`src/hdl/cgp_pkg.sv`:
```
package cgp_pkg;
  localparam int NUM_PINS = 20;
  localparam int NUM_SRC = 8;
  localparam int SRC_W = 3;
  // Drive mode codes
  localparam logic [2:0] DM_INPUT_ONLY = 3'h0;
  localparam logic [2:0] DM_WEAKUP_STRONGDN = 3'h1;
  localparam logic [2:0] DM_STRONGUP_WEAKDN = 3'h2;
  localparam logic [2:0] DM_OD_STRONGDN = 3'h3;
  localparam logic [2:0] DM_OD_STRONGUP = 3'h4;
  localparam logic [2:0] DM_STRONG = 3'h5;
  localparam logic [2:0] DM_WEAK = 3'h6;
  // Register byte offsets
  localparam logic [11:0] OFS_OUT = 12'h000;
  localparam logic [11:0] OFS_IN = 12'h004;
  localparam logic [11:0] OFS_INEN = 12'h008;
  localparam logic [11:0] OFS_OUTEN = 12'h00c;
  localparam logic [11:0] OFS_THR = 12'h010;
  localparam logic [11:0] OFS_SLEW = 12'h014;
  localparam logic [11:0] OFS_HOLD = 12'h018;
  localparam logic [11:0] OFS_AMUX = 12'h01c;
  localparam logic [11:0] OFS_I2C = 12'h020;
  localparam logic [11:0] OFS_MODE0 = 12'h040;
  localparam logic [11:0] OFS_SEL0 = 12'h0c0;
  // Reset values
  localparam logic [31:0] RST_ZERO = 32'h0000_0000;
  localparam logic [2:0] RST_MODE = 3'h0;
  localparam logic [2:0] RST_SEL = 3'h0;
endpackage

```
`src/hdl/cgp_cfg_mem.sv`:
```
`timescale 1ns/100ps
module cgp_cfg_mem
  import cgp_pkg::*;
#(
  parameter int DEPTH = 20,
  parameter int WIDTH = 3,
  parameter int AW = 5
) (
  input wire logic pclk,
  input wire logic presetn,
  input wire logic we,
  input wire logic [AW-1:0] waddr,
  input wire logic [WIDTH-1:0] wdata,
  input wire logic [AW-1:0] raddr,
  output logic [WIDTH-1:0] rdata,
  output logic [DEPTH*WIDTH-1:0] all_q
);
  logic [DEPTH*WIDTH-1:0] mem_d;
  logic [WIDTH-1:0] rd_d;

  always_comb begin
    mem_d = all_q;
    if (we && (int'(waddr) < DEPTH)) begin
      mem_d[int'(waddr)*WIDTH +: WIDTH] = wdata;
    end
    rd_d = '0;
    if (int'(raddr) < DEPTH) begin
      rd_d = all_q[int'(raddr)*WIDTH +: WIDTH];
    end
  end

  always_ff @(posedge pclk or negedge presetn) begin
    if (!presetn) begin
      all_q <= '0;
      rdata <= '0;
    end else begin
      all_q <= mem_d;
      rdata <= rd_d;
    end
  end
endmodule

```
`src/hdl/cgp_gpio.sv`:
```
// Design decisions made here: the register addresses and the APB slave port.
`timescale 1ns/100ps
module cgp_gpio
  import cgp_pkg::*;
#(
  parameter int NPIN = NUM_PINS
) (
  input wire logic pclk,
  input wire logic presetn,
  input wire logic psel,
  input wire logic penable,
  input wire logic pwrite,
  input wire logic [11:0] paddr,
  input wire logic [31:0] pwdata,
  output logic [31:0] prdata,
  output logic pready,
  output logic pslverr,
  input wire logic [NPIN*NUM_SRC-1:0] src_out,
  input wire logic [NPIN*NUM_SRC-1:0] src_oe,
  input wire logic [NPIN-1:0] pad_in,
  input wire logic por_busy,
  input wire logic deep_sleep,
  output logic [NPIN-1:0] pad_out,
  output logic [NPIN-1:0] pad_oe,
  output logic [NPIN-1:0] pad_pu_strong,
  output logic [NPIN-1:0] pad_pu_weak,
  output logic [NPIN-1:0] pad_pd_strong,
  output logic [NPIN-1:0] pad_pd_weak,
  output logic [NPIN-1:0] pad_ie,
  output logic [NPIN-1:0] pad_lvttl,
  output logic [NPIN-1:0] pad_slow,
  output logic [NPIN-1:0] pad_amux,
  output logic [NPIN-1:0] pin_in
);
  typedef enum logic [1:0] {
    ST_IDLE = 2'b01,
    ST_ACC = 2'b10
  } cgp_apb_t;

  localparam int AW = 5;

  cgp_apb_t st_q, st_d;
  logic [NPIN-1:0] out_q, out_d, inen_q, inen_d, outen_q, outen_d;
  logic [NPIN-1:0] thr_q, thr_d, slew_q, slew_d, hold_q, hold_d;
  logic [NPIN-1:0] amux_q, amux_d, i2c_q, i2c_d, in_q, in_d;
  logic [31:0] prdata_d;
  logic pslverr_d, pready_d;
  logic mode_we, sel_we;
  logic [AW-1:0] cfg_idx;
  logic [2:0] mode_rd, sel_rd;
  logic [NPIN*3-1:0] mode_all, sel_all, hm_q, hm_d;
  logic [NPIN-1:0] hout_q, hout_d, hoe_q, hoe_d;
  logic [NPIN-1:0] o_d, oe_d, pus_d, puw_d, pds_d, pdw_d, ie_d;
  logic [NPIN-1:0] lv_d, sl_d, am_d;
  logic force_off;
  logic wr_acc;

  function automatic logic [31:0] zext(input logic [NPIN-1:0] v);
    logic [31:0] r;
    r = '0;
    r[NPIN-1:0] = v;
    return r;
  endfunction

  function automatic logic in_range(input logic [11:0] a,
                                    input logic [11:0] base);
    return (a >= base) && (a < base + 12'(NPIN * 4));
  endfunction

  assign wr_acc = (st_q == ST_ACC) && psel && penable && pwrite;
  assign cfg_idx = 5'((paddr - (in_range(paddr, OFS_MODE0) ?
                   OFS_MODE0 : OFS_SEL0)) >> 2);
  assign mode_we = wr_acc && in_range(paddr, OFS_MODE0);
  assign sel_we = wr_acc && in_range(paddr, OFS_SEL0);

  // Drive mode per pin, zero code at reset
  cgp_cfg_mem #(.DEPTH(NPIN), .WIDTH(3), .AW(AW)) u_mode (
    .pclk(pclk), .presetn(presetn), .we(mode_we), .waddr(cfg_idx),
    .wdata(pwdata[2:0]), .raddr(cfg_idx), .rdata(mode_rd),
    .all_q(mode_all)
  );
  // Source select per pin
  cgp_cfg_mem #(.DEPTH(NPIN), .WIDTH(SRC_W), .AW(AW)) u_sel (
    .pclk(pclk), .presetn(presetn), .we(sel_we), .waddr(cfg_idx),
    .wdata(pwdata[SRC_W-1:0]), .raddr(cfg_idx), .rdata(sel_rd),
    .all_q(sel_all)
  );

  // APB slave, one wait state on every transfer
  always_comb begin
    st_d = st_q;
    out_d = out_q;
    inen_d = inen_q;
    outen_d = outen_q;
    thr_d = thr_q;
    slew_d = slew_q;
    hold_d = hold_q;
    amux_d = amux_q;
    i2c_d = i2c_q;
    prdata_d = prdata;
    pslverr_d = 1'b0;
    pready_d = 1'b0;
    case (st_q)
      ST_IDLE: begin
        if (psel && !penable) begin
          st_d = ST_ACC;
        end
      end
      ST_ACC: begin
        pready_d = 1'b1;
        st_d = ST_IDLE;
        prdata_d = '0;
        case (paddr)
          OFS_OUT: prdata_d = zext(out_q);
          OFS_IN: prdata_d = zext(in_q);
          OFS_INEN: prdata_d = zext(inen_q);
          OFS_OUTEN: prdata_d = zext(outen_q);
          OFS_THR: prdata_d = zext(thr_q);
          OFS_SLEW: prdata_d = zext(slew_q);
          OFS_HOLD: prdata_d = zext(hold_q);
          OFS_AMUX: prdata_d = zext(amux_q);
          OFS_I2C: prdata_d = zext(i2c_q);
          default: begin
            if (in_range(paddr, OFS_MODE0)) begin
              prdata_d = {29'h0, mode_rd};
            end else if (in_range(paddr, OFS_SEL0)) begin
              prdata_d = {29'h0, sel_rd};
            end else begin
              pslverr_d = 1'b1;
            end
          end
        endcase
        if (wr_acc) begin
          prdata_d = '0;
          case (paddr)
            OFS_OUT: out_d = pwdata[NPIN-1:0];
            OFS_INEN: inen_d = pwdata[NPIN-1:0];
            OFS_OUTEN: outen_d = pwdata[NPIN-1:0];
            OFS_THR: thr_d = pwdata[NPIN-1:0];
            OFS_SLEW: slew_d = pwdata[NPIN-1:0];
            OFS_HOLD: hold_d = pwdata[NPIN-1:0];
            OFS_AMUX: amux_d = pwdata[NPIN-1:0];
            OFS_I2C: i2c_d = pwdata[NPIN-1:0];
            default: pslverr_d = pslverr_d;
          endcase
        end
      end
      default: st_d = ST_IDLE;
    endcase
  end

  // Pad control from mode, mux, hold and power state
  always_comb begin
    force_off = por_busy;
    in_d = pad_in & inen_q;
    hout_d = hout_q;
    hoe_d = hoe_q;
    hm_d = hm_q;
    o_d = '0;
    oe_d = '0;
    pus_d = '0;
    puw_d = '0;
    pds_d = '0;
    pdw_d = '0;
    ie_d = '0;
    lv_d = thr_q;
    sl_d = slew_q;
    am_d = amux_q;
    for (int i = 0; i < NPIN; i++) begin
      logic [2:0] m;
      logic [SRC_W-1:0] s;
      logic dv, de;
      m = mode_all[i*3 +: 3];
      s = sel_all[i*SRC_W +: SRC_W];
      dv = (s == '0) ? out_q[i] : src_out[i*NUM_SRC + int'(s)];
      de = outen_q[i] && ((s == '0) || src_oe[i*NUM_SRC + int'(s)]);
      if (i2c_q[i] && (m != DM_OD_STRONGUP)) begin
        m = DM_OD_STRONGDN;
      end
      if (hold_q[i]) begin
        dv = hout_q[i];
        de = hoe_q[i];
        m = hm_q[i*3 +: 3];
      end else begin
        hout_d[i] = dv;
        hoe_d[i] = de;
        hm_d[i*3 +: 3] = m;
      end
      ie_d[i] = inen_q[i];
      case (m)
        DM_INPUT_ONLY: begin
        end
        DM_WEAKUP_STRONGDN: begin
          puw_d[i] = de && dv;
          pds_d[i] = de && !dv;
        end
        DM_STRONGUP_WEAKDN: begin
          pus_d[i] = de && dv;
          pdw_d[i] = de && !dv;
        end
        DM_OD_STRONGDN: pds_d[i] = de && !dv;
        DM_OD_STRONGUP: pus_d[i] = de && dv;
        DM_STRONG: begin
          pus_d[i] = de && dv;
          pds_d[i] = de && !dv;
        end
        DM_WEAK: begin
          puw_d[i] = de && dv;
          pdw_d[i] = de && !dv;
        end
        default: begin
        end
      endcase
      o_d[i] = dv;
      oe_d[i] = pus_d[i] || pds_d[i];
    end
    if (force_off) begin
      oe_d = '0;
      pus_d = '0;
      puw_d = '0;
      pds_d = '0;
      pdw_d = '0;
      ie_d = '0;
      am_d = '0;
    end
  end

  always_ff @(posedge pclk or negedge presetn) begin
    if (!presetn) begin
      st_q <= ST_IDLE;
      out_q <= '0;
      inen_q <= '0;
      outen_q <= '0;
      thr_q <= '0;
      slew_q <= '0;
      hold_q <= '0;
      amux_q <= '0;
      i2c_q <= '0;
      in_q <= '0;
      prdata <= RST_ZERO;
      pready <= 1'b0;
      pslverr <= 1'b0;
      hout_q <= '0;
      hoe_q <= '0;
      hm_q <= '0;
      pad_out <= '0;
      pad_oe <= '0;
      pad_pu_strong <= '0;
      pad_pu_weak <= '0;
      pad_pd_strong <= '0;
      pad_pd_weak <= '0;
      pad_ie <= '0;
      pad_lvttl <= '0;
      pad_slow <= '0;
      pad_amux <= '0;
      pin_in <= '0;
    end else begin
      st_q <= st_d;
      out_q <= out_d;
      inen_q <= inen_d;
      outen_q <= outen_d;
      thr_q <= thr_d;
      slew_q <= slew_d;
      hold_q <= hold_d;
      amux_q <= amux_d;
      i2c_q <= i2c_d;
      in_q <= in_d;
      prdata <= prdata_d;
      pready <= pready_d;
      pslverr <= pslverr_d;
      hout_q <= hout_d;
      hoe_q <= hoe_d;
      hm_q <= hm_d;
      pad_out <= o_d;
      pad_oe <= oe_d;
      pad_pu_strong <= pus_d;
      pad_pu_weak <= puw_d;
      pad_pd_strong <= pds_d;
      pad_pd_weak <= pdw_d;
      pad_ie <= ie_d;
      pad_lvttl <= lv_d;
      pad_slow <= sl_d;
      pad_amux <= am_d;
      pin_in <= in_q;
    end
  end

  por_off_a: assert property (@(posedge pclk) disable iff (!presetn)
    por_busy |=> (pad_oe == '0) && (pad_ie == '0))
    else $error("pad enabled during power-on");
  hold_keep_a: assert property (@(posedge pclk) disable iff (!presetn)
    $stable(hold_q) && (hold_q != '0) && !por_busy ##1 !por_busy
    |=> ((pad_out & hold_q) == ($past(pad_out) & hold_q)))
    else $error("held pin changed");
  od_i2c_a: assert property (@(posedge pclk) disable iff (!presetn)
    ((pad_pu_strong & pad_pd_strong) == '0) &&
    (((pad_pu_weak | pad_pd_weak) & $past(i2c_q & ~hold_q)) == '0))
    else $error("i2c pin not open-drain");
  apb_wait_a: assert property (@(posedge pclk) disable iff (!presetn)
    psel && !penable && st_q == ST_IDLE |=> ##1 pready)
    else $error("apb answer late");
  slew_wr_a: assert property (@(posedge pclk) disable iff (!presetn)
    wr_acc && paddr == OFS_SLEW |=> ##1
    pad_slow == $past(pwdata[NPIN-1:0], 2))
    else $error("slew not applied");
  thr_wr_a: assert property (@(posedge pclk) disable iff (!presetn)
    wr_acc && paddr == OFS_THR |=> ##1
    pad_lvttl == $past(pwdata[NPIN-1:0], 2))
    else $error("threshold not applied");
  amux_off_a: assert property (@(posedge pclk) disable iff (!presetn)
    amux_q == '0 |=> pad_amux == '0)
    else $error("analog switch closed");
  input_only_a: assert property (@(posedge pclk) disable iff (!presetn)
    (mode_all == '0) && (i2c_q == '0) && (hold_q == '0) |=> pad_oe == '0)
    else $error("input-only pin driven");
  sleep_keep_a: assert property (@(posedge pclk) disable iff (!presetn)
    deep_sleep && (hold_q != '0) ##1 !por_busy |=> por_busy ||
    ((pad_oe & hold_q) == ($past(pad_oe) & hold_q)))
    else $error("held drive lost in sleep");
endmodule

```
`config.mk`:
```
export PLATFORM = sky130hd
export DESIGN_NAME = cgp_gpio
export DESIGN_NICKNAME = d
export VERILOG_FILES = /design/src/hdl/cgp_pkg.sv /design/src/hdl/cgp_cfg_mem.sv /design/src/hdl/cgp_gpio.sv
export SDC_FILE = /design/constraint.sdc
export NUM_CORES = 1
export LEC_CHECK = 0
export BUFFER_PORTS_ARGS = -buffer_cell sky130_fd_sc_hd__buf_4
export CAP_MARGIN = 0
export CORE_MARGIN = 2
export CORE_UTILIZATION = 47
export DETAILED_ROUTE_END_ITERATION = 7
export PLACE_DENSITY = 0.7
export SLEW_MARGIN = 15
export SYNTH_ARGS = -nofsm -noshare
export SYNTH_HDL_FRONTEND = slang
export SYNTH_SLANG_ARGS = --single-unit
```
`constraint.sdc`:
```
create_clock -name pclk -period 2.45 [get_ports pclk]
set_clock_uncertainty 0.15 [all_clocks]
set_input_delay 0.245 -clock pclk [delete_from_list [all_inputs] [get_ports pclk]]
set_output_delay 0.245 -clock pclk [all_outputs]
set_load 0.05 [all_outputs]
```
== After elaboration in Yosys (flattened, before gate mapping) ==
Index checks and enable logic that the tools add are counted.
W data, S select, Z words.

* Add/sub/neg operators: 21
* Reduce and logical (&&, ||, !) cells: 261
* $mul: 1
* Magnitude comparators: 25
* Mux-type cells: 320
* Shift-type cells: 4
* Equal/unequal tests: 151
* Bitwise logic cells: 1

{| class="wikitable"
|+ Operator list
! kind !! number
|-
| $bmux W1 S8 || 38
|-
| $mux W1 || 223
|-
| $eq A3 B3 Y1 const B || 60
|-
| $pmux W20 S9 || 1
|-
| $mux W20 || 7
|-
| $mux W3 || 44
|-
| $bwmux W60 || 2
|-
| $eq A3 B2 Y1 const B || 40
|-
| $reduce_or A3 Y1 || 40
|-
| $shiftx A60 B32 Y3 || 2
|-
| $logic_and A1 B1 Y1 || 90
|-
| $reduce_or A2 Y1 || 40
|-
| $lt A8 B9 Y1 const B || 8
|-
| $add A7 B3 Y8 const A || 8
|-
| $eq A3 B1 Y1 const B || 20
|-
| $logic_not A3 Y1 || 20
|-
| $ne A3 B3 Y1 const B || 20
|-
| $shift A3 B33 Y60 const A || 1
|-
| $shiftx A3 B33 Y60 || 1
|-
| $eq A12 B5 Y1 const B || 4
|-
| $logic_or A1 B1 Y1 || 40
|-
| $add A8 B3 Y9 const A || 4
|-
| $lt A7 B9 Y1 const B || 4
|-
| $lt A9 B9 Y1 const B || 4
|-
| other kinds (28) || 63
|}

* Word-level logic and storage cells: 814
* Output and inout port bits: 254
* Register bits: 642

== Longest topological paths before layout ==
* Word-level depth: 11
* Depth in mapped cells: 13
* Depth with buffers taken out: 8

== By module ==
A second synthesis with hierarchy kept.

* Cells, all modules: 2462
* Area total of the unflattened synthesis: 29968.7 sq um

{| class="wikitable"
|+ Modules (own cells, without submodules)
! module !! area an instance (sq um) !! times used !! cells an instance
|-
| cgp_gpio || 23447.5 || 1 || 1940
|-
| cgp_cfg_mem at u_sel || 3274.4 || 1 || 271
|-
| cgp_cfg_mem at u_mode || 3246.9 || 1 || 251
|}

== Least setup slack after synthesis ==
Ideal clock, no wire load.

* Kind: input -> register
* From: in paddr[3]
* To: reg u_sel.all_q[27]
* Setup time: 0.125 ns
* Stages: 11
* Setup slack: -0.652 ns
* Arrival time: 2.827 ns
* Cell sequence: buf_2 > buf_1 > buf_1 > inv_1 > ha_1 > buf_2 > xnor2_1 > buf_2 > nand2_1 > nor3_2 > mux2_2

* Word-level cells in the longest chain between the ends: 5
* Elaborated cells between the ends (all ways): 12

{| class="wikitable"
|+ Ends and longest elaborated chain
! what !! line !! source
|-
| start, declared || cgp_gpio.sv:13 || <nowiki>input wire logic [11:0] paddr,</nowiki>
|-
| $sub A7 B7 Y7 || cgp_gpio.sv:71 || <nowiki>assign cfg_idx = 5'((paddr - (in_range(paddr, OFS_MODE0) ?</nowiki>
|-
| $mul A5 B2 Y7 || cgp_cfg_mem.sv:24 || <nowiki>mem_d[int'(waddr)*WIDTH +: WIDTH] = wdata;</nowiki>
|-
| $neg A32 Y33 || cgp_cfg_mem.sv:24 ||
|-
| $shiftx A3 B33 Y60 / $shift A3 B33 Y60 (equally long branches) || cgp_cfg_mem.sv:24 ||
|-
| $bwmux W60 || cgp_cfg_mem.sv:24 ||
|-
| end signal, assigned || cgp_cfg_mem.sv:37 || <nowiki>all_q <= mem_d;</nowiki>
|-
| end, declared || cgp_cfg_mem.sv:16 || <nowiki>output logic [DEPTH*WIDTH-1:0] all_q</nowiki>
|}

Several ways; a longest one is shown, not always the timed one.
A chain may end at the register's enable or synchronous reset.

== Worst setup path after layout ==
* From: reg u_sel.all_q[45]
* To: reg pad_pd_weak[15]

* Word-level cells in the longest chain between the ends: 10
* Elaborated cells between the ends (all ways): 17

{| class="wikitable"
|+ Ends and longest elaborated chain
! what !! line !! source
|-
| $add A7 B3 Y8 || cgp_gpio.sv:175, cgp_gpio.sv:176 ||
|-
| $bmux W1 S8 (on tied branches) || cgp_gpio.sv:175, cgp_gpio.sv:176 ||
|-
| $mux W1 (on tied branches) (2 in series) || cgp_gpio.sv:175, cgp_gpio.sv:176 ||
|-
| $mux W1 / $logic_or A1 B1 Y1 (equally long branches) || cgp_gpio.sv:175, cgp_gpio.sv:176 ||
|-
| $mux W1 / $logic_and A1 B1 Y1 (equally long branches) || -- ||
|-
| $logic_not A1 Y1 / $mux W1 (equally long branches) || -- ||
|-
| $logic_and A1 B1 Y1 * || cgp_gpio.sv:199, cgp_gpio.sv:209 ||
|-
| $mux W1 * || -- ||
|-
| $mux W20 * || cgp_gpio.sv:217 || <nowiki>if (force_off) begin</nowiki>
|-
| via pdw_d[15] || cgp_gpio.sv:53 || <nowiki>logic [NPIN-1:0] o_d, oe_d, pus_d, puw_d, pds_d, pdw_d, ie_d;</nowiki>
|-
| end signal, assigned || cgp_gpio.sv:279 || <nowiki>pad_pd_weak <= pdw_d;</nowiki>
|-
| end, declared || cgp_gpio.sv:28 || <nowiki>output logic [NPIN-1:0] pad_pd_weak,</nowiki>
|}

The timed path passes the listed nets; every way through them passes the cells marked *. The select of a mux whose other input is x is not followed.

==> results.txt <==
outcome: complete, no violations
clk slew on worst S/H paths: 0.06 ns
top_reg_cell synth: dfrtp_1
Skew-Pair Late Insertion Delay: 0.63 ns
final worst setup slack: 0.0430 ns
Slew headroom: 47.2%
Syn Std Cell Area: 30000 um2
DRT Wirelength: 109 mm
hold_sp: src_oe[86]
Max Slew Vio Count: 0
Worst Hold Class: in -> reg
critical path's slowest cell: dlygate4sd3_1
Buf/Inv on CP: 2
TNS Setup: 0 ns
total grt overflow: 0
port bufs: 579
CP max stage delay: 0.57 ns
Die X-Extent: 257 um
Avg Synthesized Cell Area: 12.1 um2
RR Startpoint: u_sel.all_q[45]
root buf cell: clkbuf_16
number of global-route vias before repair: 25300
worst reg2reg endpoint: pad_pd_weak[15]
CP Max Fanout: 6
WHS: 0.0258 ns
first-pass GRT wire length: 161 mm
Syn-to-layout area delta: 33.2%
asr flop ratio synth: 100%
Largest regs: hm_q (60), u_mode.all_q (60), u_sel.all_q (60)
GP Congestion: 0.939
largest net degree at the start of global routing: 68
Crit path required time: 2.78 ns
grt met1 use: 44.5%
DRT iter0 DRCs: 1827
HPWL after detailed placement: 84.0 mm
Core Area: 63200 um2
hold depth: 4
sequential-to-total area share from yosys stat: 52.5%
EDFF count, synth: 0
startpoint types: flip-flop
placed insts: 4018
setup violators final: 0
final core area utilization: 63.3%
WP data arrival: 2.74 ns
total of max-cap violations: 0
mean routed wirelength per cell: 25.9 um
#FFs+latches synth: 630
met2 usage: 52.7%
Routed Antenna Nets: 0
CTS sink cnt: 630
CTS tree: built
Tcrit/Tclk final: 98.2%
Top delay family on crit path: buffers and inverters
CP Capture Type: flip-flop
power density over the cells: 576 nW/um2
first-pass iteration count of the detailed router: 6
vias per cell: 5.83
Synth cell types: 92
min Tclk post-route: 2.41 ns
maximum clock rate: 415 MHz
post-synthesis cell count: 2487
Setup WS pre-CTS: -0.0888 ns
yosys warns: 0
Hold EP: hoe_q[10]
# rows: 92
Max VDD drop: 393 uV
Fin. Hold Viols: 0
global route hottest layer: met2
initial antenna violation count: 6
CP cell instances: buf_4, mux4_2, dlygate4sd3_1, nand4b_1, a21oi_2, nand2b_1, nor3_1
vias: 24600
DIE AREA: 66000 um2
number of buffers created by CTS: 69
Initial Util: 47.5%
Pleak: 19.5 nW
Worst Path Class, Setup: reg -> reg
io pins: 645
Clock Tree Buf Depth: 3
worst-margin pin slew: 0.793 ns
reg-to-reg slack, setup: 0.04 ns
share of cells above drive strength 1: 41.3%
die height: 257 um
Final Instance Count excl. Fillers: 4213
GRT met3 Usage: 6.58%
reg2reg path depth: 7
Residual DRC: 0
final net count: 3710
CTS H-tree lvls: 3
GRT Overall Usage: 32.7%
[synthesized netlist by cell type (9+ instances only)]
| master | count | share of area, % |
|---|---|---|
| a2111oi_0 | 14 | 0.41 |
| a211o_1 | 10 | 0.29 |
| a211oi_1 | 23 | 0.57 |
| a21oi_1 | 126 | 2.1 |
| a221o_1 | 11 | 0.37 |
| a22oi_1 | 33 | 0.82 |
| a31oi_1 | 12 | 0.25 |
| and2_1 | 45 | 0.94 |
| buf_2 | 55 | 0.92 |
| buf_4 | 14 | 0.35 |
| clkbuf_1 | 56 | 0.70 |
| dfrtp_1 | 629 | 52 |
| inv_1 | 73 | 0.91 |
| mux2_2 | 287 | 11 |
| mux2_4 | 26 | 1.3 |
| mux2i_1 | 84 | 2.8 |
| mux4_2 | 90 | 6.7 |
| nand2_1 | 208 | 2.6 |
| nand2b_1 | 72 | 1.5 |
| nand3_1 | 27 | 0.45 |
| nand4_1 | 11 | 0.23 |
| nand4b_1 | 10 | 0.29 |
| nor2_1 | 119 | 1.5 |
| nor2b_1 | 68 | 1.4 |
| nor3_1 | 43 | 0.72 |
| nor3b_1 | 37 | 0.92 |
| o211ai_1 | 12 | 0.30 |
| o21a_1 | 18 | 0.45 |
| o21ai_0 | 75 | 1.2 |
| o21ai_1 | 14 | 0.23 |
| o22ai_1 | 18 | 0.37 |
| or3_1 | 9 | 0.19 |
[worst register-to-register path, delay by kind of cell (launching register included)]
family	cells	cell delay, ns
AO/OA/AOI/OAI	1	0.10
buffers and inverters	2	0.77
flip-flops	1	0.43
multiplexers	1	0.51
AND/OR/NAND/NOR	3	0.34
[cell usage in the layout, fill, tap and decap left out, drive strengths merged, types with 9 or more instances in the layout]
master | Yosys | routed
dlygate4sd3 | 0 | 67
and2 | 47 | 47
nor2 | 124 | 124
a21oi | 128 | 128
conb | 1 | 12
o21a | 18 | 18
nor3b | 37 | 37
nand4b | 10 | 10
o211ai | 12 | 12
mux4 | 90 | 90
nand3 | 31 | 31
nand2b | 72 | 72
a211o | 10 | 10
o22ai | 18 | 18
inv | 73 | 77
nand2 | 211 | 211
nor3 | 50 | 50
dfrtp | 629 | 629
a31oi | 12 | 12
nand4 | 11 | 11
o21ai | 89 | 89
a22oi | 33 | 33
mux2i | 84 | 84
a2111oi | 17 | 17
a221o | 11 | 11
or3 | 9 | 9
mux2 | 317 | 317
clkinv | 0 | 10
nor2b | 68 | 68
a211oi | 23 | 23
buf | 76 | 812
clkbuf | 58 | 98
[metal layers]
| metal | share of wire [%] | vias up |
|---|---|---|
| met4 | 2.9 | 6 |
| met2 | 48 | 1077 |
| li1 | - | 10700 |
| met5 | 0.042 | - |
| met3 | 7.9 | 196 |
| met1 | 42 | 12600 |
[power breakdown]
part           total, W  internal (W)  switching, W
Sequential       0.0105        0.0105     0.0000303
Combinational   0.00177      0.000762       0.00100
Clock            0.0108       0.00646       0.00432
Total            0.0230        0.0177       0.00536
[logic make-up after synthesis]
kind of cell	count (synthesis)	synth area share, %
XOR/XNOR	2	0.0583
flip-flops	630	52.5
AO/OA/AOI/OAI	434	9.54
buffers and inverters	207	3.07
multiplexers	491	21.7
adder cells (fa/ha/maj)	5	0.208
other	1	0.0125
AND/OR/NAND/NOR	717	12.9
[stage by stage]
| step | area (um2) | power (W) |
|---|---|---|
| floorplan | 30200 | 0.0113 |
| global placement | 36900 | 0.0123 |
| detailed placement | 36900 | 0.0124 |
| CTS | 39900 | 0.0232 |
| global route | 40000 | 0.0237 |
| finish | 40000 | 0.0230 |
[final cells by class]
| class | instances | area (um2) |
|---|---|---|
| repair buffers | 879 | 7040 |
| clock buffers | 98 | 2010 |
| well taps | 846 | 1060 |
| flip-flops and latches | 630 | 15800 |
| inverters | 73 | 274 |
| multi-input cells | 1661 | 13500 |
| fillers | 4912 | 23200 |
| clock inverters | 22 | 318 |
| diodes | 4 | 10.0 |
[what timing repair did]
| action | 4_1_cts | 5_1_grt |
|---|---|---|
| hold buffers | 67 | 0 |
| endpoints found under the hold margin | 562 | 0 |
| resized for setup | 0 | 20 |
| setup buffers | 0 | 4 |
| setup endpoints to repair | 0 | 29 |
[worst max path at each step]
stage / startpoint / to / slack, ns / cells past startpoint
final: u_sel.all_q[45] / pad_pd_weak[15] / 0.04 / 7
after global routing: u_sel.all_q[24] / pad_oe[8] / -0.03 / 7
after CTS: u_sel.all_q[42] / pad_pd_strong[14] / 0.02 / 8
after detailed placement: paddr[7] / inen_q[13] / -0.09 / 7
after global placement: paddr[2] / u_sel.all_q[54] / -0.09 / 11
after floorplan: paddr[3] / u_mode.all_q[18] / 0.003 / 12
(Power assumes the default switching activity.)
